File: src/logic/boot_cmd_pkg.sv
// Constants and types shared by the boot serial command handler files
`default_nettype none
package boot_cmd_pkg;
   // ****************************************************************
   // Command, response and error codes
   // ****************************************************************
   localparam logic [7:0] CMD_CLK_MODE = 8'h11;
   localparam logic [7:0] CMD_ERASE = 8'h58;
   localparam logic [7:0] CMD_MEM_READ = 8'h52;
   localparam logic [7:0] RSP_ACK = 8'h06;
   localparam logic [7:0] RSP_CLK_ERR = 8'h91;
   localparam logic [7:0] RSP_ERASE_ERR = 8'hD8;
   localparam logic [7:0] RSP_READ_ERR = 8'hD2;
   localparam logic [7:0] RSP_CMD_ERR = 8'h80;
   localparam logic [7:0] ERR_CHECKSUM = 8'h11;
   localparam logic [7:0] ERR_CLK_MODE = 8'h22;
   localparam logic [7:0] ERR_ADDRESS = 8'h2A;
   localparam logic [7:0] ERR_COMMAND = 8'h30;
   // ****************************************************************
   // Field values and layout
   // ****************************************************************
   localparam logic [7:0] ERASE_STOP_CODE = 8'hFF;
   localparam logic [7:0] ERASE_SIZE = 8'h01;
   localparam logic [7:0] READ_SIZE = 8'h09;
   localparam logic [7:0] AREA_USER_BOOT = 8'h00;
   localparam logic [7:0] AREA_USER_PROG = 8'h01;
   localparam logic [7:0] CLK_MODE_RESET = 8'h00;
   localparam int PAYLOAD_BITS = 72;
   localparam int TX_HDR_BITS = 40;
   // ****************************************************************
   // Handler states
   // ****************************************************************
   typedef enum logic [7:0]
   {
      ST_IDLE = 8'h01,
      ST_SIZE = 8'h02,
      ST_PAYLOAD = 8'h04,
      ST_SUM = 8'h08,
      ST_EXEC = 8'h10,
      ST_TX = 8'h20,
      ST_MEMRD = 8'h40,
      ST_TXSUM = 8'h80
   } state_t;
endpackage : boot_cmd_pkg
`default_nettype wire

File: src/logic/byte_buf_if.sv
// Valid/ready byte channel between the handler and its reply buffer
`timescale 1ns/10ps
`default_nettype none
interface byte_buf_if;
   logic in_valid;
   logic [7:0] in_data;
   logic in_ready;
   logic out_valid;
   logic [7:0] out_data;
   logic out_ready;
   modport fifo (input in_valid, in_data, out_ready,
                 output in_ready, out_valid, out_data);
   modport user (output in_valid, in_data, out_ready,
                 input in_ready, out_valid, out_data);
endinterface : byte_buf_if
`default_nettype wire

File: src/logic/byte_buffer.sv
// Two-entry byte buffer with valid and ready on both sides
`timescale 1ns/10ps
`default_nettype none
module byte_buffer
(
   input wire logic i_clk,      // System clock
   input wire logic i_reset_n,  // Synchronous reset, active low
   byte_buf_if.fifo bus         // Fill and drain sides
);
   logic [7:0] e0_q, e0_d, e1_q, e1_d;
   logic [1:0] count_q, count_d;
   logic push, pop;

   // Handshakes; ready drops only when both entries are taken
   assign bus.in_ready = (count_q != 2'h2);
   assign bus.out_valid = (count_q != 2'h0);
   assign bus.out_data = e0_q;
   assign push = bus.in_valid & bus.in_ready;
   assign pop = bus.out_valid & bus.out_ready;

   // Next entries; head is always e0 so the output is a flop
   always_comb
   begin
      e0_d = e0_q;
      e1_d = e1_q;
      count_d = count_q;
      case ({push, pop})
         2'b10:
         begin
            if (count_q == 2'h0) e0_d = bus.in_data;
            else e1_d = bus.in_data;
            count_d = count_q + 2'h1;
         end
         2'b01:
         begin
            e0_d = e1_q;
            count_d = count_q - 2'h1;
         end
         2'b11:
         begin
            if (count_q == 2'h1) e0_d = bus.in_data;
            else
            begin
               e0_d = e1_q;
               e1_d = bus.in_data;
            end
         end
         default: count_d = count_q;
      endcase
   end

   // Registers
   always_ff @(posedge i_clk)
   begin
      if (!i_reset_n)
      begin
         e0_q <= 8'h00;
         e1_q <= 8'h00;
         count_q <= 2'h0;
      end
      else
      begin
         e0_q <= e0_d;
         e1_q <= e1_d;
         count_q <= count_d;
      end
   end
endmodule : byte_buffer
`default_nettype wire

File: src/logic/boot_serial_command_handler.sv
// Boot serial command handler: clock mode, erase stop and memory read
`timescale 1ns/10ps
`default_nettype none
module boot_serial_command_handler
(
   input wire logic I_MCLK,               // System clock, 100 MHz
   input wire logic I_RESET_N,            // Synchronous reset, low
   input wire logic [7:0] I_RX_DATA,      // Received host byte
   input wire logic I_RX_VALID,           // Received byte present
   output logic O_RX_READY,               // Handler takes a byte
   output logic [7:0] O_TX_DATA,          // Reply byte to host
   output logic O_TX_VALID,               // Reply byte present
   input wire logic I_TX_READY,           // Transmitter takes byte
   input wire logic [7:0] I_MODE_COUNT,   // Number of clock modes
   output logic [7:0] O_CLK_MODE,         // Selected clock mode
   output logic O_CLK_MODE_SET,           // Clock mode applied
   output logic [7:0] O_ERASE_BLOCK,      // Block to erase
   output logic O_ERASE_REQ,              // Erase one block
   output logic O_ERASE_STOP,             // Erasure sequence ended
   output logic O_MEM_REQ,                // Memory byte request
   output logic O_MEM_AREA,               // 0 boot area, 1 program
   output logic [31:0] O_MEM_ADDR,        // Memory byte address
   input wire logic I_MEM_ACK,            // Memory byte returned
   input wire logic [7:0] I_MEM_DATA      // Memory byte
);
   import boot_cmd_pkg::*;

   // ****************************************************************
   // State
   // ****************************************************************
   state_t state_q, state_d;
   logic [7:0] cmd_q, cmd_d, size_q, size_d, cnt_q, cnt_d;
   logic [7:0] sum_q, sum_d, txsum_q, txsum_d;
   logic [PAYLOAD_BITS-1:0] pl_q, pl_d;
   logic [TX_HDR_BITS-1:0] tx_sh_q, tx_sh_d;
   logic [2:0] tx_n_q, tx_n_d;
   logic [31:0] rd_left_q, rd_left_d, addr_q, addr_d;
   logic rd_en_q, rd_en_d, area_q, area_d;
   logic [7:0] clk_mode_q, clk_mode_d, blk_q, blk_d;
   logic mode_set_q, mode_set_d, erase_q, erase_d, stop_q, stop_d;
   logic rx_take, push, sum_ok;
   logic [7:0] rx_sum, mode_b, area_b;
   logic [31:0] addr_b, rsize_b;
   byte_buf_if txb ();

   // ****************************************************************
   // Reply buffer
   // ****************************************************************
   // A stalled transmitter only holds the handler, no byte is dropped
   byte_buffer u_reply_buf
   (
      .i_clk (I_MCLK),
      .i_reset_n (I_RESET_N),
      .bus (txb.fifo)
   );
   assign O_TX_DATA = txb.out_data;
   assign O_TX_VALID = txb.out_valid;
   assign txb.out_ready = I_TX_READY;

   // Receive handshake and frame field views
   assign O_RX_READY = (state_q == ST_IDLE) || (state_q == ST_SIZE) ||
                       (state_q == ST_PAYLOAD) || (state_q == ST_SUM);
   assign rx_take = O_RX_READY & I_RX_VALID;
   assign rx_sum = sum_q + I_RX_DATA;
   assign sum_ok = (sum_q == 8'h00);
   assign mode_b = pl_q[7:0];
   assign area_b = pl_q[71:64];
   assign addr_b = pl_q[63:32];
   assign rsize_b = pl_q[31:0];

   // Reply byte source: header shifter, memory data or closing sum
   always_comb
   begin
      txb.in_valid = 1'b0;
      txb.in_data = tx_sh_q[39:32];
      O_MEM_REQ = 1'b0;
      case (state_q)
         ST_TX: txb.in_valid = 1'b1;
         ST_MEMRD:
         begin
            // Ask only with room, so the returned byte always fits
            O_MEM_REQ = txb.in_ready;
            txb.in_valid = I_MEM_ACK;
            txb.in_data = I_MEM_DATA;
         end
         ST_TXSUM:
         begin
            txb.in_valid = 1'b1;
            txb.in_data = 8'h00 - txsum_q;
         end
         default: txb.in_valid = 1'b0;
      endcase
   end
   assign push = txb.in_valid & txb.in_ready;

   // ****************************************************************
   // Frame sequencer
   // ****************************************************************
   // Next state of the whole command and reply sequence
   always_comb
   begin
      state_d = state_q;
      cmd_d = cmd_q;
      size_d = size_q;
      cnt_d = cnt_q;
      sum_d = sum_q;
      txsum_d = txsum_q;
      pl_d = pl_q;
      tx_sh_d = tx_sh_q;
      tx_n_d = tx_n_q;
      rd_left_d = rd_left_q;
      addr_d = addr_q;
      rd_en_d = rd_en_q;
      area_d = area_q;
      clk_mode_d = clk_mode_q;
      blk_d = blk_q;
      mode_set_d = 1'b0;
      erase_d = 1'b0;
      stop_d = 1'b0;
      case (state_q)
         ST_IDLE:
            if (rx_take)
            begin
               cmd_d = I_RX_DATA;
               sum_d = I_RX_DATA;
               rd_en_d = 1'b0;
               state_d = ST_SIZE;
            end
         ST_SIZE:
            if (rx_take)
            begin
               size_d = I_RX_DATA;
               cnt_d = I_RX_DATA;
               sum_d = rx_sum;
               state_d = (I_RX_DATA == 8'h00) ? ST_SUM : ST_PAYLOAD;
            end
         ST_PAYLOAD:
            if (rx_take)
            begin
               // Last nine bytes kept; fields are read from fixed spots
               pl_d = {pl_q[PAYLOAD_BITS-9:0], I_RX_DATA};
               sum_d = rx_sum;
               cnt_d = cnt_q - 8'h01;
               if (cnt_q == 8'h01) state_d = ST_SUM;
            end
         ST_SUM:
            if (rx_take)
            begin
               sum_d = rx_sum;
               state_d = ST_EXEC;
            end
         ST_EXEC:
         begin
            state_d = ST_TX;
            txsum_d = 8'h00;
            tx_n_d = 3'h2;
            tx_sh_d = {RSP_CMD_ERR, ERR_COMMAND, 24'h000000};
            case (cmd_q)
               CMD_CLK_MODE:
                  if (!sum_ok)
                     tx_sh_d = {RSP_CLK_ERR, ERR_CHECKSUM, 24'h000000};
                  else if (mode_b < I_MODE_COUNT)
                  begin
                     clk_mode_d = mode_b;
                     mode_set_d = 1'b1;
                     tx_n_d = 3'h1;
                     tx_sh_d = {RSP_ACK, 32'h00000000};
                  end
                  else
                     tx_sh_d = {RSP_CLK_ERR, ERR_CLK_MODE, 24'h000000};
               CMD_ERASE:
                  if (!sum_ok || size_q != ERASE_SIZE)
                     tx_sh_d = {RSP_ERASE_ERR, ERR_CHECKSUM, 24'h000000};
                  else
                  begin
                     stop_d = (mode_b == ERASE_STOP_CODE);
                     erase_d = (mode_b != ERASE_STOP_CODE);
                     blk_d = mode_b;
                     tx_n_d = 3'h1;
                     tx_sh_d = {RSP_ACK, 32'h00000000};
                  end
               CMD_MEM_READ:
                  if (!sum_ok || size_q != READ_SIZE)
                     tx_sh_d = {RSP_READ_ERR, ERR_CHECKSUM, 24'h000000};
                  else if (area_b != AREA_USER_BOOT &&
                           area_b != AREA_USER_PROG)
                     tx_sh_d = {RSP_READ_ERR, ERR_ADDRESS, 24'h000000};
                  else
                  begin
                     area_d = (area_b == AREA_USER_PROG);
                     addr_d = addr_b;
                     rd_left_d = rsize_b;
                     rd_en_d = 1'b1;
                     tx_n_d = 3'h5;
                     tx_sh_d = {CMD_MEM_READ, rsize_b};
                  end
               default: tx_n_d = 3'h2;
            endcase
         end
         ST_TX:
            if (push)
            begin
               txsum_d = txsum_q + tx_sh_q[39:32];
               tx_sh_d = {tx_sh_q[31:0], 8'h00};
               tx_n_d = tx_n_q - 3'h1;
               if (tx_n_q == 3'h1)
               begin
                  if (!rd_en_q) state_d = ST_IDLE;
                  else if (rd_left_q == 32'h00000000) state_d = ST_TXSUM;
                  else state_d = ST_MEMRD;
               end
            end
         ST_MEMRD:
            if (push)
            begin
               txsum_d = txsum_q + I_MEM_DATA;
               addr_d = addr_q + 32'h00000001;
               rd_left_d = rd_left_q - 32'h00000001;
               if (rd_left_q == 32'h00000001) state_d = ST_TXSUM;
            end
         ST_TXSUM:
            if (push) state_d = ST_IDLE;
         default: state_d = ST_IDLE;
      endcase
   end

   // Registers of the sequencer
   always_ff @(posedge I_MCLK)
   begin
      if (!I_RESET_N)
      begin
         state_q <= ST_IDLE;
         cmd_q <= 8'h00;
         size_q <= 8'h00;
         cnt_q <= 8'h00;
         sum_q <= 8'h00;
         txsum_q <= 8'h00;
         pl_q <= '0;
         tx_sh_q <= '0;
         tx_n_q <= 3'h0;
         rd_left_q <= 32'h00000000;
         addr_q <= 32'h00000000;
         rd_en_q <= 1'b0;
         area_q <= 1'b0;
         clk_mode_q <= CLK_MODE_RESET;
         blk_q <= 8'h00;
         mode_set_q <= 1'b0;
         erase_q <= 1'b0;
         stop_q <= 1'b0;
      end
      else
      begin
         state_q <= state_d;
         cmd_q <= cmd_d;
         size_q <= size_d;
         cnt_q <= cnt_d;
         sum_q <= sum_d;
         txsum_q <= txsum_d;
         pl_q <= pl_d;
         tx_sh_q <= tx_sh_d;
         tx_n_q <= tx_n_d;
         rd_left_q <= rd_left_d;
         addr_q <= addr_d;
         rd_en_q <= rd_en_d;
         area_q <= area_d;
         clk_mode_q <= clk_mode_d;
         blk_q <= blk_d;
         mode_set_q <= mode_set_d;
         erase_q <= erase_d;
         stop_q <= stop_d;
      end
   end

   // Registered outputs
   assign O_CLK_MODE = clk_mode_q;
   assign O_CLK_MODE_SET = mode_set_q;
   assign O_ERASE_BLOCK = blk_q;
   assign O_ERASE_REQ = erase_q;
   assign O_ERASE_STOP = stop_q;
   assign O_MEM_AREA = area_q;
   assign O_MEM_ADDR = addr_q;

   logic exec_clk, exec_erase, exec_read;
   assign exec_clk = (state_q == ST_EXEC) && (cmd_q == CMD_CLK_MODE);
   assign exec_erase = (state_q == ST_EXEC) && (cmd_q == CMD_ERASE);
   assign exec_read = (state_q == ST_EXEC) && (cmd_q == CMD_MEM_READ);
endmodule : boot_serial_command_handler
`default_nettype wire

File: config.mk
export PLATFORM = sky130hd
export DESIGN_NAME = boot_serial_command_handler
export DESIGN_NICKNAME = d
export VERILOG_FILES = /design/src/logic/boot_cmd_pkg.sv /design/src/logic/byte_buf_if.sv /design/src/logic/byte_buffer.sv /design/src/logic/boot_serial_command_handler.sv
export SDC_FILE = /design/constraint.sdc
export NUM_CORES = 1
export LEC_CHECK = 0
export BUFFER_PORTS_ARGS = -buffer_cell sky130_fd_sc_hd__clkbuf_2
export CELL_PAD_IN_SITES_DETAIL_PLACEMENT = 0
export CELL_PAD_IN_SITES_GLOBAL_PLACEMENT = 2
export CORE_MARGIN = 10
export CORE_UTILIZATION = 30
export DETAILED_ROUTE_END_ITERATION = 7
export PLACE_DENSITY_LB_ADDON = 0.1
export SLEW_MARGIN = 40
export SYNTH_ARGS = -nofsm -noshare
export SYNTH_HDL_FRONTEND = slang
export SYNTH_SLANG_ARGS = --single-unit
File: constraint.sdc
create_clock -name I_MCLK -period 4.65 [get_ports I_MCLK]
set_input_delay 0.93 -clock I_MCLK [delete_from_list [all_inputs] [get_ports I_MCLK]]
set_output_delay 0.93 -clock I_MCLK [all_outputs]
set_load 0.05 [all_outputs]
### Word-level counts from Yosys, hierarchy flattened

Index checks and enable logic that the tools add are counted.

| operators by class | value |
|---|---|
| reduce and logical (&&, ||, !) cells | 41 |
| bitwise gates (word level) | 9 |
| muxes and demuxes | 64 |
| $lt $le $gt $ge | 1 |
| $add $sub $neg | 10 |
| equal/unequal tests | 42 |

Operator list:

| kind | number |
|---|---|
| 2-to-1 mux 32 bit | 8 |
| 2-to-1 mux 40 bit | 6 |
| 2-to-1 mux 8 bit | 21 |
| case mux 32 bit (2 select lines) | 2 |
| case mux 40 bit (3 select lines) | 1 |
| case mux 40 bit (2 select lines) | 1 |
| case mux 8 bit (2 select lines) | 4 |
| case mux 8 bit (8 select lines) | 1 |
| case mux 8 bit (3 select lines) | 2 |
| adder 32 x 1 -> 32 bit, second input constant | 1 |
| == test 32 x 1 -> 1 bit, second input constant | 1 |
| zero test 32 bit | 1 |
| subtractor 32 x 1 -> 32 bit, second input constant | 1 |
| adder 8 bit | 3 |
| == test 8 x 1 -> 1 bit, second input constant | 3 |
| == test 8 x 7 -> 1 bit, second input constant | 3 |
| inequality test 2 bit, second input constant | 11 |
| == test 8 x 5 -> 1 bit, second input constant | 2 |
| == test 8 bit, second input constant | 2 |
| zero test 8 bit | 2 |
| inequality test 8 x 1 -> 1 bit, second input constant | 2 |
| nonzero test 2 bit | 8 |
| AND reduction 3 bit | 5 |
| inequality test 2 x 1 -> 1 bit, second input constant | 7 |
| other kinds (38) | 69 |

| word-level totals | value |
|---|---|
| word-level logic and storage cells | 188 |
| output and inout port bits | 63 |
| flip-flop bits (word level) | 266 |

### Depth between registers and ports, before layout

| depth | value |
|---|---|
| depth in word-level cells | 7 |
| gate-level depth with buffers | 18 |
| depth with buffers taken out | 14 |

### By module

Synthesis repeated with hierarchy kept, for this count alone.

| unflattened totals | value |
|---|---|
| cell total of the unflattened synthesis | 1,779 |
| area total of the unflattened synthesis | 13,476.7 µm² |

By module, submodules not included:

| module | sequential area each (µm²) | area each (µm²) | cells each | times used |
|---|---|---|---|---|
| boot_serial_command_handler | 4,964.8 | 12,577.1 | 1,686 | 1 |
| byte_buffer | 360.3 | 899.6 | 93 | 1 |

### Worst setup path before layout

No wires, ideal clock.

| path | value |
|---|---|
| kind | reg-to-reg |
| from | register state_q[7] |
| to | register txsum_q[6] |
| path slack | 1,190 ps |
| cell stages (with the launch flop) | 19 |
| data required time | 4,579 ps |
| clock period less this slack | 3,460 ps |
| buffers on the path | 4 |
| arrival | 3,389 ps |
| path through | dfxtp_1 -> clkbuf_1 -> nor4b_2 -> nor2b_1 -> buf_2 -> clkbuf_1 -> buf_1 -> nand2_1 -> nand2_1 -> ha_1 -> inv_1 -> fa_1 -> nor2b_1 -> o21ai_0 -> a21oi_1 -> o21a_1 -> or3_1 -> nand3_1 -> a21oi_1 |

| between the ends | value |
|---|---|
| word-level cells in the longest chain between the ends | 6 |

RTL lines:

| item | line | source |
|---|---|---|
| from (decl) | boot_serial_command_handler.sv:31 | `state_t state_q, state_d;` |
| from (signal assigned) | boot_serial_command_handler.sv:253 | `state_q <= state_d;` |
| == test 8 bit or == test 8 x 6 -> 1 bit (tied branches) | boot_serial_command_handler.sv:77, boot_serial_command_handler.sv:120 |  |
| OR reduction 2 bit (no line) | - |  |
| case mux 1 bit (2 select lines) | boot_serial_command_handler.sv:77 | `case (state_q)` |
| AND 1 bit | boot_serial_command_handler.sv:94 | `assign push = txb.in_valid & txb.in_ready;` |
| inequality test 2 x 1 -> 1 bit (no line) | - |  |
| AND reduction 3 bit (no line) | - |  |
| to (signal assigned) | boot_serial_command_handler.sv:258 | `txsum_q <= txsum_d;` |
| to (decl) | boot_serial_command_handler.sv:33 | `logic [7:0] sum_q, sum_d, txsum_q, txsum_d;` |

Parallel ways exist; a longest one is shown, timed or not.
A chain may end at the register's enable or synchronous reset.

### Worst setup path after layout

| path | value |
|---|---|
| from | register state_q[6] |
| to | output O_MEM_REQ |

| between the ends | value |
|---|---|
| word-level cells in the longest chain between the ends | 2 |

RTL lines:

| item | line | source |
|---|---|---|
| == test 8 x 7 -> 1 bit | boot_serial_command_handler.sv:77 |  |
| 2-to-1 mux 1 bit | boot_serial_command_handler.sv:77 |  |
| to (decl) | boot_serial_command_handler.sv:20 | `output logic O_MEM_REQ,` |

No other way between the ends.

==> summary.txt <==
Finish
  – # nets final: between 1500 and 2000
  – Final core area utilization: 0.353
  – Layout cells sized above 1: 0.110
  – Ant. Diodes: 0
  – Syn-to-layout area delta: 16.0%

Setup path
  – CP Cell Sequence: nor4b_2, buf_4, nand3_4, nor2_1, clkbuf_2
  – CP Capture Type: primary output
  – Reg-to-reg slack, setup: about 1 ns
  – CP arrival: 2.89 ns
  – RR Startpoint: state_q[6]
  – Crit-path max cell delay: 0.65 ns
  – Crit path buf inv count: 2
  – Worst endpoint required time: 3.72 ns
  – Worst r2r path cells: 15
  – Worst setup path class: reg2out
  – CP Launch Type: flip-flop
  – RR Endpoint: txsum_q[6]
  – Top delay family on crit path: simple AND/OR/NAND/NOR gates
  – Crit-path max FO: 36
  – Crit-path slowest cell: dfxtp_1

Clocking
  – Maximum clock path buffer count: 3
  – Clock Pin Slew Worst Setup and Hold Paths: 0.06 ns
  – Setup Buffers After CTS: 0
  – Sink Count: 266
  – Post-CTS Resized: 0
  – Clk Latency, worst-skew pair: 0.55 ns
  – H-tree depth: 2
  – Clk root buf: clkbuf_16
  – Post-CTS Hold Fix Bufs: 0
  – TritonCTS clock tree: built
  – CTS buffer count: 35

Route
  – Routed WL: 47000 um
  – DR pass1 iterations: 5
  – DR iter-0 viols: 873
  – DR vias: 12900
  – DR WL/cell: 19.2 um
  – Final ANT Viol Nets: 0
  – Vias per cell: 5.29
  – # DRC: 0

Yosys
  – Synth Cell Area: 13500 sq um
  – Mapped Cells: about 1800
  – Synth Warn #: 0
  – Library cells used by synthesis: 82
  – Sequential element share of the synthesized area: 0.395
  – EDFF count, synth: 0
  – Net count after synthesis: 1870
  – Syn avg cell area: 7.48 sq um
  – Async S/R FF share, synth: 0
  – Synthesis-stage register bit count: between 200 and 300
  – Dominant synthesized flop cell: dfxtp_1

GRT
  – First-pass GRT wire length: 74500 um
  – GRT Total Usage: 0.172
  – Largest net degree at the start of global routing: ~110
  – Total gr overflow: 0
  – Initial antenna violation count: 0
  – Vias in the first global route: 12400

Timing
  – Fin. Hold Viols: 0
  – Slew headroom: 0.452
  – Final Critical Period: 3.82 ns
  – Fin crit share: 0.822
  – Slew @ Worst Pin: 0.814 ns
  – Achievable Freq: 0.262 GHz
  – Max Clock Skew: around 0.017 ns
  – Final setup violation count: 0
  – Slew Viols, Final: 0
  – RSZ-0062 raised after global routing: false
  – Setup TNS: 0 ns

Floorplanning
  – Core ar.: 44300 sq um
  – I/O Pins: around 90
  – Die area: 53800 sq um
  – Die Height: 232 um
  – Die W: approximately 230 um
  – Initial Util: 0.304
  – Rows: slightly below 80

Hold path
  – Hold path start: tx_sh_q[4]
  – WHS Path Cells: 2
  – Hold Crit Class: reg2reg
  – Hold path endpoint: tx_sh_q[4]

Power
  – Pwr per Cell Area: 365 nW/um^2
  – VDD IR-drop max: approximately 0.18 mV
  – P_leak: 5.69 nW

Placement
  – GPL Wtd Cong: between 0.7 and 0.8
  – Post-DP HPWL: 30800 um
  – Port bufs: 91

Run status
  – Outcome: finished, final reports clean

Flow run
  – Max-cap viol count: 0
## worst min-delay path, stage by stage, from the launching register on
cell	delay, ns
dfxtp_1	0.31
nand2_1	0.05
a21oi_1	0.05
## logic make-up after synthesis
family,count (synthesis),share of synthesized area
flip-flops,266,0.395
AO/OA/AOI/OAI,519,0.230
multiplexers,25,0.0186
adder cells (fa/ha/maj),37,0.0354
AND/OR/NAND/NOR,771,0.259
buffers and inverters,169,0.0508
XOR/XNOR,17,0.0110
## how the worst max path moves through the flow
| stage | startpoint | end | slack [ns] | cells after the start |
|---|---|---|---|---|
| final | state_q[6] | O_MEM_REQ | 0.83 | 5 |
| after global routing | state_q[6] | O_MEM_REQ | 0.51 | 5 |
| after CTS | state_q[6] | O_MEM_REQ | 0.70 | 5 |
| after detailed placement | state_q[6] | txsum_q[6] | 1.02 | 15 |
| after global placement | I_MEM_ACK | O_MEM_ADDR[24] | 0.99 | 11 |
| after floorplan | state_q[7] | txsum_q[6] | 1.19 | 18 |
## synth_stat cells (9+ instances only)
cell type  number  area (sq um)
a22oi_1        22           165
a21oi_1       223          1120
o31ai_1        14           105
a221oi_1       10          87.6
and3_1         17           106
a221o_1        13           130
nor2b_1        14          87.6
nor3_1         47           235
or2_2           9          56.3
nor4_1         26           163
o21ai_0       118           591
ha_1           35           438
nand2b_1       14          87.6
a211oi_1       13          97.6
nand4_1        14          87.6
xor2_1          9          78.8
inv_1          36           135
a31oi_1        15          93.8
nor2_1        180           676
nand2_1       352          1320
clkbuf_1      108           405
nand3_1        47           235
dfxtp_1       266          5330
mux2i_1        24           240
buf_2          14          70.1
o21ai_1        22           110
## flip-flops by register name, indices dropped and copies added, names as in the netlist
signal                    cells
O_ERASE_BLOCK                 8
O_CLK_MODE_SET                1
O_MEM_AREA                    1
O_ERASE_REQ                   1
rd_en_q                       1
sum_q                         8
tx_n_q                        3
tx_sh_q                      40
u_reply_buf.e1_q              8
rd_left_q                    32
u_reply_buf.bus.out_data      8
cnt_q                         8
cmd_q                         8
O_ERASE_STOP                  1
u_reply_buf.count_q           2
size_q                        8
state_q                       8
txsum_q                       8
O_CLK_MODE                    8
pl_q                         72
O_MEM_ADDR                   32
## report_power, final
group | total (mW) | switching, mW | internal, mW
logic | 0.462 | 0.324 | 0.138
clock network | 2.89 | 1.12 | 1.77
registers | 2.36 | 0.0361 | 2.32
## per-stage QoR
step                      total power [mW]  instance area (sq um)  std cells  setup slack (ns)  hold WS [ns]
after CTS                             5.80                  15600       2443             0.701         0.453
after detailed placement              2.87                  14400       2380              1.02         0.446
after global routing                  5.93                  15700       2443             0.513         0.473
after global placement                2.87                  14400       2379             0.990         0.440
final                                 5.71                  15700       2443             0.826         0.453
after floorplan                       2.73                  13500       1804              1.19         0.429
## cells in the final DEF (no fill, tap or decap), types with 23 or more instances in the layout
cell | Yosys | routed
dfxtp_1 | 266 | 266
nor3_1 | 47 | 47
a21oi_1 | 223 | 223
nor4_1 | 26 | 25
inv_1 | 36 | 35
nand2_1 | 352 | 351
o21ai_0 | 118 | 116
ha_1 | 35 | 35
clkbuf_16 | 0 | 37
clkbuf_2 | 0 | 91
o21ai_1 | 22 | 23
nor2_1 | 180 | 180
nand3_1 | 47 | 46
mux2i_1 | 24 | 24
## layer usage
metal / up-vias / share of wire / global-route usage / wire length [um]
met4: 0 / 0.023 / 0.0533 / 1070
met3: 57 / 0.038 / 0.0270 / 1780
met1: 6240 / 0.50 / 0.250 / 23700
met5: - / 0 / 0 / 0
met2: 206 / 0.44 / 0.254 / 20500
li1: 6410 / - / - / -
## cell type report
| cell class | instances | area, sq um |
|---|---|---|
| fill | 4779 | 28700 |
| timing repair buffer | 116 | 688 |
| inverter | 37 | 146 |
| multi-input combinational | 1369 | 7540 |
| clock inverter | 14 | 180 |
| clock buffer | 49 | 1030 |
| tap | 592 | 741 |
| sequential | 266 | 5330 |
Power figures use the tool's default switching activity.
